## src/tcf_defs.vh

```
// register map, field positions and reset values of the capture flag timer block
`ifndef TCF_DEFS_VH
`define TCF_DEFS_VH

`define TCF_ADDR_W 8
`define TCF_STATUS_BASE 8'h00
`define TCF_COUNTER_BASE 8'h20
`define TCF_EVENT_ENABLE 8'h40
`define TCF_IRQ_STATUS 8'h44
`define TCF_IRQ_MASK 8'h48

`define TCF_FLAG_A 0
`define TCF_FLAG_B 1
`define TCF_FLAG_C 2
`define TCF_FLAG_D 3
`define TCF_STATUS_FIXED_ONES 8'hC0
`define TCF_COUNTER_RESET 16'h0000
`define TCF_CHANNELS 6
`define TCF_FLAGS_PER_CH 4
`define TCF_FULL_CH_A 0
`define TCF_FULL_CH_B 3

`endif

```

## src/tcf_timer_capture_flags.v

```verilog
// capture/compare flags and up-counters of a six-channel pulse timer, wishbone slave
`timescale 1ns/1ns
// Overview of operation
// - flag D set on compare match
// - flag D set on input capture
// - bit 3 reserved in narrow channels
// - flag C set on compare, channels 0,3
// - flag C set on input capture
// - bit 2 reserved in narrow channels
// - flag B set on compare match
// - flag B set on input capture
// - flag A set on compare match
// - flag A set on input capture
// - flags reset to zero; writing one ignored
// - clear needs read of one, then zero
// - transfer controller service clears flag unless suppressed
// - six 16-bit readable writable up-counters
// - counters zero on reset and standby
// - event request is flag and enable
`include "tcf_defs.vh"

module tcf_timer_capture_flags #(
  parameter NCH = `TCF_CHANNELS,
  parameter CW = 16
) (
  input wire i_clock,
  input wire i_rst,
  input wire i_standby,
  input wire [`TCF_ADDR_W-1:0] i_wb_adr,
  input wire [31:0] i_wb_dat,
  input wire [3:0] i_wb_sel,
  input wire i_wb_we,
  input wire i_wb_cyc,
  input wire i_wb_stb,
  output reg [31:0] o_wb_dat,
  output reg o_wb_ack,
  input wire [NCH-1:0] i_count_enable,
  input wire [NCH*4*CW-1:0] i_general_reg,
  input wire [NCH*4-1:0] i_capture_mode,
  input wire [NCH*4-1:0] i_capture_strobe,
  input wire [NCH*4-1:0] i_xfer_activate,
  input wire [NCH*4-1:0] i_clear_suppress_select,
  output wire [NCH*4-1:0] o_event_request,
  output wire [NCH*4-1:0] o_capture_compare_flag,
  output wire [NCH*CW-1:0] o_timer_channel_counter,
  output wire o_irq
);

  localparam NF = NCH * `TCF_FLAGS_PER_CH;
  // one-hot states of the bus answer
  localparam [1:0] BUS_IDLE = 2'b01;
  localparam [1:0] BUS_ACK = 2'b10;
  // whole-word control registers, one bit per flag slot
  localparam [`TCF_ADDR_W-1:0] ADR_ENABLE = `TCF_EVENT_ENABLE;
  localparam [`TCF_ADDR_W-1:0] ADR_IRQ_STATUS = `TCF_IRQ_STATUS;
  localparam [`TCF_ADDR_W-1:0] ADR_IRQ_MASK = `TCF_IRQ_MASK;

  reg [NF-1:0] flag_reg;
  reg [NF-1:0] flag_next;
  reg [NF-1:0] read_seen_reg;
  reg [NF-1:0] read_seen_next;
  reg [NF-1:0] event_enable_reg;
  reg [NF-1:0] irq_status_reg;
  reg [NF-1:0] irq_mask_reg;
  reg [CW-1:0] counter_reg [0:NCH-1];
  reg [31:0] rdata_next;
  reg [NF-1:0] event_enable_next;
  reg [NF-1:0] irq_mask_next;
  reg [31:0] wb_dat_next;
  reg wb_ack_next;
  reg [1:0] bus_state_reg;
  reg [1:0] bus_state_next;
  wire [NF-1:0] irq_status_next;
  wire [NF-1:0] cmp_set;
  wire [NF-1:0] cap_set;
  wire [NF-1:0] sw_clear;
  wire [NF-1:0] xfer_clear;
  wire [NCH-1:0] status_hit;
  wire [31:0] ch_rdata [0:NCH-1];
  wire [NF-1:0] flag_valid;
  wire [NF-1:0] flag_set;
  wire [NF-1:0] status_read;
  wire [NF-1:0] status_write_zero;
  wire [NCH-1:0] counter_changed;
  wire [CW-1:0] counter_next [0:NCH-1];

  // a bus access is acted on once, in the cycle before ack rises
  wire bus_go = i_wb_cyc & i_wb_stb & bus_state_reg[0];
  wire bus_wr = bus_go & i_wb_we;
  wire bus_rd = bus_go & ~i_wb_we;
  wire full_word16 = (i_wb_sel[1:0] == 2'b11);
  // whole-word register decode
  wire enable_hit = (i_wb_adr == ADR_ENABLE);
  wire irq_status_hit = (i_wb_adr == ADR_IRQ_STATUS);
  wire irq_mask_hit = (i_wb_adr == ADR_IRQ_MASK);

  // per channel counter, written only as a full 16-bit unit
  genvar c;
  generate
    for (c = 0; c < NCH; c = c + 1) begin : g_ch
      // address words of this channel, cut to the bus address width on purpose
      localparam [31:0] CNT_ADR_W = `TCF_COUNTER_BASE + c * 4;
      localparam [31:0] STS_ADR_W = `TCF_STATUS_BASE + c * 4;
      wire hit_cnt = (i_wb_adr == CNT_ADR_W[`TCF_ADDR_W-1:0]);
      wire hit_sts = (i_wb_adr == STS_ADR_W[`TCF_ADDR_W-1:0]);
      // a byte-wide write would tear the count, so it is acked and dropped
      wire wr_cnt = bus_wr & hit_cnt & full_word16;
      wire [CW-1:0] count_plus = counter_reg[c] + 1'b1;
      wire [CW-1:0] count_hold = i_count_enable[c] ? count_plus : counter_reg[c];
      wire [7:0] status_byte = `TCF_STATUS_FIXED_ONES | {4'h0, flag_reg[c*4 +: 4]};

      // a bus write wins over the increment of the same cycle
      assign counter_next[c] = wr_cnt ? i_wb_dat[CW-1:0] : count_hold;
      assign counter_changed[c] = (counter_next[c] != counter_reg[c]);
      assign o_timer_channel_counter[c*CW +: CW] = counter_reg[c];
      assign status_hit[c] = hit_sts;

      // read word of this channel; zero unless one of its addresses is hit
      assign ch_rdata[c] = hit_sts ? {24'h000000, status_byte} :
        (hit_cnt ? {{(32-CW){1'b0}}, counter_reg[c]} : 32'h00000000);

      // standby clears like reset but leaves flags and control alone
      always @(posedge i_clock) begin
        if (i_rst || i_standby) begin
          counter_reg[c] <= `TCF_COUNTER_RESET;
        end else begin
          counter_reg[c] <= counter_next[c];
        end
      end
    end
  endgenerate

  // per flag set and clear terms; c and d exist only in wide channels
  genvar k;
  generate
    for (k = 0; k < NF; k = k + 1) begin : g_flag
      localparam CH = k / 4;
      localparam FB = k % 4;
      wire [CW-1:0] greg = i_general_reg[k*CW +: CW];
      // compare only when the counter moves onto the value, so a stopped
      // counter sitting on the compare value does not keep re-setting the flag
      wire cmp_hit = ~i_capture_mode[k] & counter_changed[CH] & (counter_next[CH] == greg);
      // the capture strobe marks the copy of the count into the general register
      wire cap_hit = i_capture_mode[k] & i_capture_strobe[k];
      // narrow channels have no c and d slots; those bits never set
      assign flag_valid[k] = (FB < 2) || (CH == `TCF_FULL_CH_A) || (CH == `TCF_FULL_CH_B);
      assign cmp_set[k] = flag_valid[k] & cmp_hit;
      assign cap_set[k] = flag_valid[k] & cap_hit;
      assign flag_set[k] = cmp_set[k] | cap_set[k];
      // only the status byte of this flag's own channel arms or clears it
      assign status_read[k] = bus_rd & status_hit[CH];
      // writing one is a no-op; only a zero in the selected byte clears
      assign status_write_zero[k] = bus_wr & status_hit[CH] & i_wb_sel[0] &
        ~i_wb_dat[FB];
    end
  endgenerate

  // the two clearing paths, kept apart so each can be watched on its own
  assign sw_clear = status_write_zero & read_seen_reg;
  assign xfer_clear = i_xfer_activate & ~i_clear_suppress_select & flag_reg;

  // flag update: set wins over either clearing path, so no event is lost
  always @* begin
    flag_next = flag_reg;
    read_seen_next = read_seen_reg;
    // a read only arms bits that show one at that moment
    read_seen_next = read_seen_next | (status_read & flag_reg);
    flag_next = flag_next & ~sw_clear;
    read_seen_next = read_seen_next & ~sw_clear;
    flag_next = flag_next & ~xfer_clear;
    flag_next = (flag_next | flag_set) & flag_valid;
    // a cleared flag must be read as one again before the next clear
    read_seen_next = read_seen_next & flag_next;
  end

  // flag and seen registers
  always @(posedge i_clock) begin
    if (i_rst) begin
      flag_reg <= {NF{1'b0}};
      read_seen_reg <= {NF{1'b0}};
    end else begin
      flag_reg <= flag_next;
      read_seen_reg <= read_seen_next;
    end
  end

  // event request toward interrupt logic and transfer controller
  assign o_event_request = flag_reg & event_enable_reg;
  assign o_capture_compare_flag = flag_reg;

  // enable and mask take a whole word; slots that do not exist stay zero
  always @* begin
    event_enable_next = event_enable_reg;
    irq_mask_next = irq_mask_reg;
    if (bus_wr && enable_hit) begin
      event_enable_next = i_wb_dat[NF-1:0] & flag_valid;
    end
    if (bus_wr && irq_mask_hit) begin
      irq_mask_next = i_wb_dat[NF-1:0] & flag_valid;
    end
  end

  // sticky interrupt status, one bit per slot, write one to clear
  genvar s;
  generate
    for (s = 0; s < NF; s = s + 1) begin : g_irq
      wire clr = bus_wr & irq_status_hit & i_wb_dat[s];
      // a new event in the clearing cycle stays recorded
      assign irq_status_next[s] = flag_set[s] | (irq_status_reg[s] & ~clr);
    end
  endgenerate

  // event enable register
  always @(posedge i_clock) begin
    if (i_rst) begin
      event_enable_reg <= {NF{1'b0}};
    end else begin
      event_enable_reg <= event_enable_next;
    end
  end

  // interrupt mask register
  always @(posedge i_clock) begin
    if (i_rst) begin
      irq_mask_reg <= {NF{1'b0}};
    end else begin
      irq_mask_reg <= irq_mask_next;
    end
  end

  // interrupt status register
  always @(posedge i_clock) begin
    if (i_rst) begin
      irq_status_reg <= {NF{1'b0}};
    end else begin
      irq_status_reg <= irq_status_next;
    end
  end

  // level interrupt; one unmasked sticky bit is enough
  assign o_irq = |(irq_status_reg & irq_mask_reg);

  // read mux; unmapped addresses answer zero
  integer i;
  always @* begin
    rdata_next = 32'h00000000;
    // each channel word is zero unless its own address is hit
    for (i = 0; i < NCH; i = i + 1) begin
      rdata_next = rdata_next | ch_rdata[i];
    end
    if (enable_hit) begin
      rdata_next[NF-1:0] = event_enable_reg;
    end
    if (irq_status_hit) begin
      rdata_next[NF-1:0] = irq_status_reg;
    end
    if (irq_mask_hit) begin
      rdata_next[NF-1:0] = irq_mask_reg;
    end
  end

  // bus answer: one wait state, ack for one cycle, then back to idle
  always @* begin
    bus_state_next = bus_state_reg;
    wb_ack_next = 1'b0;
    wb_dat_next = o_wb_dat;
    case (bus_state_reg)
      BUS_IDLE: begin
        if (i_wb_cyc && i_wb_stb) begin
          bus_state_next = BUS_ACK;
          wb_ack_next = 1'b1;
        end
        if (bus_rd) begin
          // read data is caught with the access, so it stands with ack
          wb_dat_next = rdata_next;
        end
      end
      BUS_ACK: begin
        // ack is never held: the master drops cyc and stb after seeing it
        bus_state_next = BUS_IDLE;
      end
      default: begin
        bus_state_next = BUS_IDLE;
      end
    endcase
  end

  // bus registers
  always @(posedge i_clock) begin
    if (i_rst) begin
      bus_state_reg <= BUS_IDLE;
      o_wb_ack <= 1'b0;
      o_wb_dat <= 32'h00000000;
    end else begin
      bus_state_reg <= bus_state_next;
      o_wb_ack <= wb_ack_next;
      o_wb_dat <= wb_dat_next;
    end
  end

endmodule // tcf_timer_capture_flags

```

## config.mk

```make
export PLATFORM = sky130hd
export DESIGN_NAME = tcf_timer_capture_flags
export DESIGN_NICKNAME = d
export VERILOG_FILES = /design/src/tcf_timer_capture_flags.v
export VERILOG_INCLUDE_DIRS = /design/src /design/src/src
export SDC_FILE = /design/constraint.sdc
export NUM_CORES = 1
export LEC_CHECK = 0
export CAP_MARGIN = 15
export CORE_AREA = 2 2 275 277
export DETAILED_ROUTE_END_ITERATION = 10
export DIE_AREA = 0 0 277 279
export DONT_BUFFER_PORTS = 1
export PLACE_DENSITY = 0.38
export SLEW_MARGIN = 20
export SYNTH_ARGS = -nofsm -noshare
export SYNTH_HDL_FRONTEND = slang
export SYNTH_SLANG_ARGS = --single-unit
```

## constraint.sdc

```tcl
create_clock -name i_clock -period 4.1 [get_ports i_clock]
set_input_delay 0.82 -clock i_clock [delete_from_list [all_inputs] [get_ports i_clock]]
set_output_delay 0.82 -clock i_clock [all_outputs]
set_load 0.03 [all_outputs]
```

**After elaboration in Yosys (flattened, before gate mapping)**

Memory sizes are Yosys's and may differ from the RTL's.
Index checks and enable logic that the tools add are counted.
W data, S select, Z words.

- Register bits after elaboration: 131
- Bits in writable memories: 96
- Input bits: 536
- Output and inout port bits: 178
- Word-level logic and storage cells: 357
- Memories: 1

Memories:

| name | words | bits a word | rd ports | clocked after Yosys merged registers in | wr ports | line | source |
|---|---|---|---|---|---|---|---|
| counter_reg | 6 | 16 | 6 | 0 | 6 | tcf_timer_capture_flags.v:65 | `reg [CW-1:0] counter_reg [0:NCH-1];` |

- Add/subtract/negate cells: 6
- Equal/unequal tests: 38
- Muxes and demuxes: 37
- Bitwise operators: 259
- Reduce and logical (&&, ||, !) cells: 8

Operator list:

| kind | number |
|---|---|
| $mux W16 | 30 |
| $eq A16 B16 Y1 | 16 |
| $and A1 B1 Y1 | 155 |
| $or A32 B16 Y32 | 4 |
| $and A22 B22 Y22 | 5 |
| $add A16 B1 Y16 const B | 6 |
| $ne A16 B16 Y1 | 6 |
| $and A24 B22 Y24 | 3 |
| $mux W24 | 3 |
| $and A24 B24 Y24 | 2 |
| $eq A8 B6 Y1 const B | 6 |
| $not A1 Y1 | 46 |
| $not A22 Y22 | 2 |
| $or A1 B1 Y1 | 38 |
| $eq A8 B7 Y1 const B | 3 |
| $not A24 Y24 | 1 |
| $or A24 B24 Y24 | 1 |
| $reduce_or A24 Y1 | 1 |
| $or A22 B22 Y22 | 1 |
| $eq A8 B4 Y1 const B | 2 |
| $eq A8 B5 Y1 const B | 2 |
| $or A16 B16 Y16 | 1 |
| $eq A8 B3 Y1 const B | 1 |
| $logic_not A8 Y1 | 1 |
| 7 further kinds | 12 |

**Logic depth before layout (Yosys ltp)**

Gate-level depths: netlist of the first run.

- Depth after elaboration: 12
- Depth in mapped cells: 12
- Gate-level depth less buffers: 9

**Worst setup path after synthesis of the first run**

Ideal clock, no wire load.

- Kind: input -> register
- Start point: in i_count_enable[0]
- End point: reg read_seen_reg[3]
- Library setup time: 88 ps
- Arrival: 3587 ps
- Required time: 4012 ps
- Slack: 425 ps
- Cell stages on the path: 10
- Buffers on the path: 2
- Path through: clkbuf_1 -> nand4_1 -> or4_1 -> o211ai_1 -> and2_1 -> clkbuf_1 -> xor2_1 -> or4_1 -> or4_4 -> a311oi_2

- Longest elaborated chain between the ends: 8
- Elaborated cells between the ends (all ways): 9
- Those cells by class: eq/ne: 2; mux: 2; bitwise: 5

RTL lines:

| what | line | source |
|---|---|---|
| start: declaration | tcf_timer_capture_flags.v:37 | `input wire [NCH-1:0] i_count_enable,` |
| $mux W16 * | tcf_timer_capture_flags.v:109 | `wire [CW-1:0] count_hold = i_count_enable[c] ? count_plus : counter_reg[c];` |
| $mux W16 * | tcf_timer_capture_flags.v:113 | `assign counter_next[c] = wr_cnt ? i_wb_dat[CW-1:0] : count_hold;` |
| $ne A16 B16 Y1 | tcf_timer_capture_flags.v:114 | `assign counter_changed[c] = (counter_next[c] != counter_reg[c]);` |
| $and A1 B1 Y1 | tcf_timer_capture_flags.v:142 | `wire cmp_hit = ~i_capture_mode[k] & counter_changed[CH] & (counter_next[CH] == greg);` |
| $and A1 B1 Y1 * | tcf_timer_capture_flags.v:142 |  |
| $or A1 B1 Y1 * | tcf_timer_capture_flags.v:149 | `assign flag_set[k] = cmp_set[k] \| cap_set[k];` |
| $or A22 B22 Y22 * | tcf_timer_capture_flags.v:171 | `flag_next = (flag_next \| flag_set) & flag_valid;` |
| $and A24 B22 Y24 * | tcf_timer_capture_flags.v:173 | `read_seen_next = read_seen_next & flag_next;` |
| end signal: assignment | tcf_timer_capture_flags.v:180 | `read_seen_reg <= {NF{1'b0}};` |
| end signal: assignment | tcf_timer_capture_flags.v:183 | `read_seen_reg <= read_seen_next;` |
| end: declaration | tcf_timer_capture_flags.v:60 | `reg [NF-1:0] read_seen_reg;` |

Every way passes the cells marked *; elsewhere a longest branch is shown, timed or not.
A chain may end at the register's enable or synchronous reset.

==> qor.yml, run 1 <==
yosys:
  ys.flop_type: "dfxtp_1"
  yosysWarnings: 0
  syn_inst: 2339
  synth_area_per_cell_um2: 7.59
  synth_top_area_share_pct: 23.8
  synthDistinctLibCells: 86
  ys_seq_area_share_pct: 23.8
  ys_seq_elements: 211
  synthTopCellsByArea: "dfxtp_1, xnor2_1, xor2_1"
  synth_edf_count: 0
  syn-cell-area_um2: 17800
  netlist_top_cells_count: "xnor2_1, nor2_1, nand2_1"
  async_flop_share_pct: 0
  yosysMostFrequentCell: "xnor2_1"
  yosys.area.top_type: "dfxtp_1"
power_and_ir_drop:
  ir_worst_vdd_v: 0.000301
  p_sw_w: 0.00150
  internal_power_w: 0.00392
  power_frac_seq_pct: 40.2
  p_leak_nw: 7.22
  sw_frac_of_total_pct: 27.6
  p_per_area_nw_per_um2: 261
  p_clk_share_pct: 49.5
  power_frac_comb_pct: 10.3
route:
  drtIter0Drc: 1839
  vias: 18918
  vias_per_cell: 5.61
  drtAntennaViolNets: 0
  drcViolationCount: 0
  wire_per_inst_um: 31.5
  totalWireLength_mm: 106
  firstDrtPassIters: 7
worst_hold_path:
  min_from: "i_wb_dat[23]"
  hp-class: "in2reg"
  hold_end: "irq_status_reg[23]"
  hold_depth: 1
global_routing:
  grt_pass1_wl_mm: 146
  grt_pass1_vias: 18416
  antenna_found_initial: 2
  grt-ovfl-total: 0
  grt_max_degree: 116
  track_usage_pct: 26.4
floorplanning:
  core_area_um2: 74100
  ios: 714
  die_area_um2: 77300
  num_rows: 100
  initial_utilization_pct: 24.0
  die_y_um: 279
  die_w_um: 277
cells_and_area:
  utilization_pct: 28.0
  postLayoutCellArea_um2: 20700
  final_nets: 2923
  filler_cell_count: 8060
  syn_to_final_growth_pct: 16.7
  drive_above_1_share_pct: 12.2
  largest_reg_flops: 96
setup_path:
  slowest_delay_ps: 630
  cp.required_ps: 4600
  worst_path_dominant_cell_family: "simple AND/OR/NAND/NOR gates"
  r2r_slack_ps: 360
  critPathLaunchType: "flip-flop"
  critPathKind: "reg2reg"
  ff2ff_path_depth: 10
  crit_buf_inv: 2
  worstPathArrival_ps: 4240
  r2r-start: "counter_reg[3][3]"
  cp_slowest_cell: "o32ai_1"
  crit_path_max_fanout: 8
  crit_path_end_kind: "flip-flop"
  crit_path_cell_trace: "nand4_1 -> o31a_1 -> o32ai_1 -> buf_4 -> nor2_1 -> nor4_1 -> nand4_1 -> or4_1 -> buf_4 -> a311oi_1"
  reg2reg_to: "read_seen_reg[12]"
placed_design:
  portBuffers: 0
  dp_worst_setup_slack_ps: -147
  hpwlAfterDp_mm: 82.6
  gp_congestion: 0.902
  placed_area_um2: 19800
sta:
  min_period_ps: 3740
  rsz0062_at_grt: "false"
  whs_ps: 312
  finalSetupViolCount: 0
  finalSetupTns_ps: 0
  finClkSkew_ps: 16.3
  slew_viol_final: 0
  post-route-period-util_pct: 91.2
  setup_slack_ps: 359
  hold_violations: 0
  tightest_slew_ps: 894
  fmax_mhz: 267
  max-slew-margin-rel_pct: 40.4
clock_network:
  clock_latency_ps: 600
  clkTransAtPathRegs_ps: 60
  clkSinkCount: 211
  clockRootBuffer: "clkbuf_16"
  numCtsBuffers: 30
  cts-htree-levels: 1
  cts_tree: "done"
  post_cts_buffers: 0
  clock_tree.buffer_depth: 3
run:
  maxCapViolations: 0
outcome:
  status: "complete, no violations"
layer usage:
layer / wire, um / global-route usage, % / vias up
met2: 48300 / 42.9 / 923
met1: 45200 / 34.2 / 9417
met5: 13 / 0 / -
met4: 2260 / 5.63 / 2
met3: 10400 / 8.33 / 96
li1: - / - / 8480
cell type report:
class                      count  area (um2)  share of cell area, %
inverter                      42         158                  0.760
sequential                   211        4220                   20.4
clock buffer                  40         820                   3.95
multi-input combinational   1901       12600                   60.7
clock inverter                12         146                  0.706
tap                          969        1210                   5.85
timing repair buffer         195        1580                   7.60
antenna                        3        7.51                 0.0362
what timing repair did:
item	4_1_cts	5_1_grt
endpoints found under the setup margin	0	1
hold endpoints to repair	0	0
gates resized for setup	0	1
hold buffers	0	0
worst max path at each step:
stage | to | slack (ps) | startpoint | cells past startpoint
floorplan | read_seen_reg[3] | 430 | i_count_enable[0] | 10
global placement | read_seen_reg[12] | -110 | i_wb_adr[4] | 10
detailed placement | read_seen_reg[12] | -150 | i_wb_adr[4] | 10
CTS | read_seen_reg[0] | 180 | counter_reg[0][3] | 9
global route | read_seen_reg[0] | 140 | counter_reg[0][3] | 9
finish | read_seen_reg[12] | 360 | counter_reg[3][3] | 10
through the flow:
step                      power, W  cells
after floorplan            0.00268   2362
after global placement     0.00277   3318
after detailed placement   0.00278   3318
after CTS                  0.00547   3370
after global routing       0.00560   3371
final                      0.00542   3373
power groups by stage:
stage,Sequential (W),Combinational [W],Clock [W]
finish,0.00218,0.000559,0.00268
global route,0.00218,0.000609,0.00281
CTS,0.00217,0.000560,0.00274
detailed placement,0.00222,0.000556,0
global placement,0.00222,0.000553,0
floorplan,0.00219,0.000497,0
layout by cell type, fill, tap and decap left out, types with 9 or more instances in the layout:
| cell type | n |
|---|---|
| buf_4 | 186 |
| xnor2_1 | 233 |
| and4_1 | 10 |
| nor4_1 | 73 |
| inv_1 | 42 |
| a311oi_1 | 14 |
| clkbuf_16 | 31 |
| a22o_1 | 10 |
| nand2_1 | 217 |
| a21o_1 | 10 |
| and2_1 | 25 |
| o21a_1 | 14 |
| a222oi_1 | 14 |
| a22oi_1 | 37 |
| o21ai_0 | 63 |
| nand2b_1 | 24 |
| or3_1 | 21 |
| or4_1 | 20 |
| nand3_1 | 67 |
| xor2_1 | 168 |
| nor2_1 | 224 |
| mux2i_1 | 43 |
| nor3_1 | 72 |
| dfxtp_1 | 211 |
| nor2b_1 | 12 |
| nand3b_1 | 16 |
| nand4_1 | 85 |
| nor4b_1 | 9 |
| buf_12 | 9 |
| o211ai_1 | 14 |
| a221oi_1 | 15 |
| or2_2 | 11 |
| a21oi_1 | 121 |
| o31a_1 | 9 |
| mux2_2 | 13 |
| a31oi_1 | 29 |
| a211oi_1 | 29 |
| conb_1 | 24 |
cell families (layout without fill, tap and decap cells):
logic type,count (synthesis),count (layout),share of synthesized area (%)
AOI/OAI and AO/OA,461,461,17.8
xor gates and xnor gates,410,410,20.9
adders and majority gates,6,6,0.423
buffers and inverters,250,289,5.95
DFF,211,211,23.8
muxes,62,62,3.76
other,1,27,0.0211
and+or+nand+nor,938,938,27.3
Power figures use the tool's default switching activity.
==> inputs of run 2 (changes only) <==
CELL_PAD_IN_SITES_DETAIL_PLACEMENT = 1   (was default)
CELL_PAD_IN_SITES_GLOBAL_PLACEMENT = 1   (was default)
CORE_AREA = 2 2 276 278   (was 2 2 275 277)
CTS_BUF_LIST = sky130_fd_sc_hd__clkbuf_16   (was default)
DIE_AREA = 0 0 278 280   (was 0 0 277 279)
PLACE_DENSITY = 0.49   (was 0.38)
==> run 2 against run 1 <==
  * Via count is 1.2% higher
  * Fmax is 4.1% lower
  * Critical path depth stayed put
  * Count of clock-buffer cells in the layout is 11 lower
  * Critical endpoint is now read_seen_reg[2]
==> qor.yml, run 2 (synthesis gave the netlist of run 1 again) <==
cells_and_area:
  layout.cells.most_common: "xnor2_1"
  utilization_pct: 27.6  # -0.37 points
  drive_above_1_share_pct: 12.4  # +0.19 points
  final_cell_mix: "xnor2_1, nor2_1, nand2_1"
  syn_to_final_growth_pct: 16.9
  seq_area_um2: 4220  # unchanged
  final_nets: 2927  # +0.14%
  largest_reg_flops: 96  # unchanged
  filler_cell_count: 8977  # +11%
  multi_input_area_um2: 12600  # unchanged
clock_network:
  cts_hold_buf: 0  # unchanged
  clock_tree.buffer_depth: 3  # unchanged
  clkTransAtPathRegs_ps: 60  # about the same
  cts-htree-levels: 1  # unchanged
  numCtsBuffers: 29  # -3.3%
  post_cts_buffers: 0  # unchanged
  clockRootBuffer: "clkbuf_16"
  clkSinkCount: 211  # unchanged
  cts_tree: "done"
  clock_latency_ps: 600  # about the same
  cts_resized: 0  # unchanged
setup_path:
  worstPathArrival_ps: 4400  # +160 ps
  crit_path_end_kind: "flip-flop"
  critPathLaunchType: "flip-flop"
  r2r_slack_ps: 200  # -160 ps
  reg2reg_to: "read_seen_reg[2]"
  ff2ff_path_depth: 10  # unchanged
  crit_path_max_fanout: 8  # unchanged
  r2r-start: "counter_reg[0][0]"
  cp.required_ps: 4590  # about the same
  critPathKind: "reg2reg"
route:
  drtIter0Drc: 1505  # -18%
  totalWireLength_mm: 110  # +3.7%
  vias: 19140  # +1.2%
  firstDrtPassIters: 8  # +1
  wire_per_inst_um: 32.4  # +3.0%
  vias_per_cell: 5.64  # +0.52%
  drcViolationCount: 0  # unchanged
  drtAntennaViolNets: 0  # unchanged
sta:
  max-slew-margin-rel_pct: 35.3  # -5.1 points
  finalSetupViolCount: 0  # unchanged
  finalSetupTns_ps: 0  # unchanged
  fmax_mhz: 256  # -4.1%
  finClkSkew_ps: 18.4  # +2.11 ps
  post-route-period-util_pct: 95.2  # +3.9 points
  slew_viol_final: 0  # unchanged
  hold_violations: 0  # unchanged
  rsz0062_at_grt: "false"
  min_period_ps: 3900  # +161 ps
  tightest_slew_ps: 970  # +76.3 ps
outcome:
  status: "complete, no violations"
global_routing:
  grt_max_degree: 116  # unchanged
  grt_pass1_vias: 19579  # +6.3%
  track_usage_pct: 27.3  # +0.88 points
  antenna_found_initial: 12  # +10
  grt-ovfl-total: 0  # unchanged
  grt_pass1_wl_mm: 153  # +4.5%
floorplanning:
  die_w_um: 278  # +0.36%
  ios: 714  # unchanged
  die_area_um2: 77800  # +0.72%
  num_rows: 101  # +1.0%
  die_y_um: 280  # +0.36%
  initial_utilization_pct: 23.6  # -0.36 points
  core_area_um2: 75200  # +1.5%
run:
  maxCapViolations: 0  # unchanged
power_and_ir_drop:
  p_per_area_nw_per_um2: 260  # -0.43%
  power.total_w: 0.00540  # -0.26%
  ir_worst_vdd_v: 0.000225  # -25%
  p_leak_nw: 7.23  # about the same
placed_design:
  gp_congestion: 0.912  # +1.1%
  hpwlAfterDp_mm: 86.1  # +4.3%
  portBuffers: 0  # unchanged
worst_hold_path:
  min_from: "i_wb_dat[19]"
  hold_end: "irq_status_reg[19]"
  hold_depth: 1  # unchanged
  hp-class: "in2reg"
==> run 2: cell types whose count changed in the layout (fill, tap and decap cells not counted), moves of 2 or more <==
cell / change
buf_12: -2
buf_4: +7
clkbuf_1: -8
clkbuf_16: -2
clkinv_1: +6
clkinv_2: -2
clkinv_4: +4
diode_2: +9
==> run 2: power by group <==
group	internal, W	total (W)	switching [W]
combinational	0.000261	0.000568	0.000307
clock	0.00154	0.00266	0.00113
sequential	0.00208	0.00217	0.0000916
total	0.00388	0.00540	0.00153
==> run 2: worst max-delay path, cell delays in order, from the launching register on <==
cell and delay (ps):
dfxtp_1 420, buf_4 230, nand4_1 370, or4_1 660, nor2_2 330, xnor2_1 290
a2111oi_0 430, nor4b_1 440, nand4_1 160, buf_4 220, a211oi_1 240
==> run 2: cell type report <==
class | instances | share of cell area [%]
clock buffers | 29 | 3.49
flip-flops and latches | 211 | 20.3
repair buffers | 200 | 7.65
multi-input cells | 1901 | 60.6
diodes | 12 | 0.145
inverters | 42 | 0.759
well taps | 978 | 5.89
clock inverters | 22 | 1.10
==> run 2: how the worst max path moves through the flow <==
| stage | slack (ps) | start | endpoint | cells past startpoint |
|---|---|---|---|---|
| 3_3_place_gp | -340 | i_wb_adr[4] | irq_status_reg[4] | 11 |
| 4_1_cts | 220 | bus_state_reg[0] | read_seen_reg[4] | 13 |
| 2_1_floorplan | 430 | i_count_enable[0] | read_seen_reg[3] | 10 |
| 6_report | 200 | counter_reg[0][0] | read_seen_reg[2] | 10 |
| 5_1_grt | 110 | counter_reg[0][2] | read_seen_reg[2] | 9 |
| 3_5_place_dp | -340 | i_wb_adr[4] | read_seen_reg[4] | 11 |
==> run 2: stage by stage <==
step / std cells / cell area [um2] / worst slack [ps] / hold WS (ps)
final: 3395 / 20800 / 198 / 306
after global routing: 3392 / 20800 / 115 / 292
after CTS: 3383 / 20700 / 222 / 278
after detailed placement: 3332 / 19800 / -338 / 444
after global placement: 3332 / 19800 / -336 / 434
after floorplan: 2362 / 17800 / 425 / 426
==> run 2: routing by layer <==
metal	up-vias	share of wire, %	global-route usage [%]
li1	8493	-	-
met1	9694	43	34.9
met2	807	45	43.9
met3	144	8.8	7.57
met4	2	3.4	9.22
met5	-	0.012	0
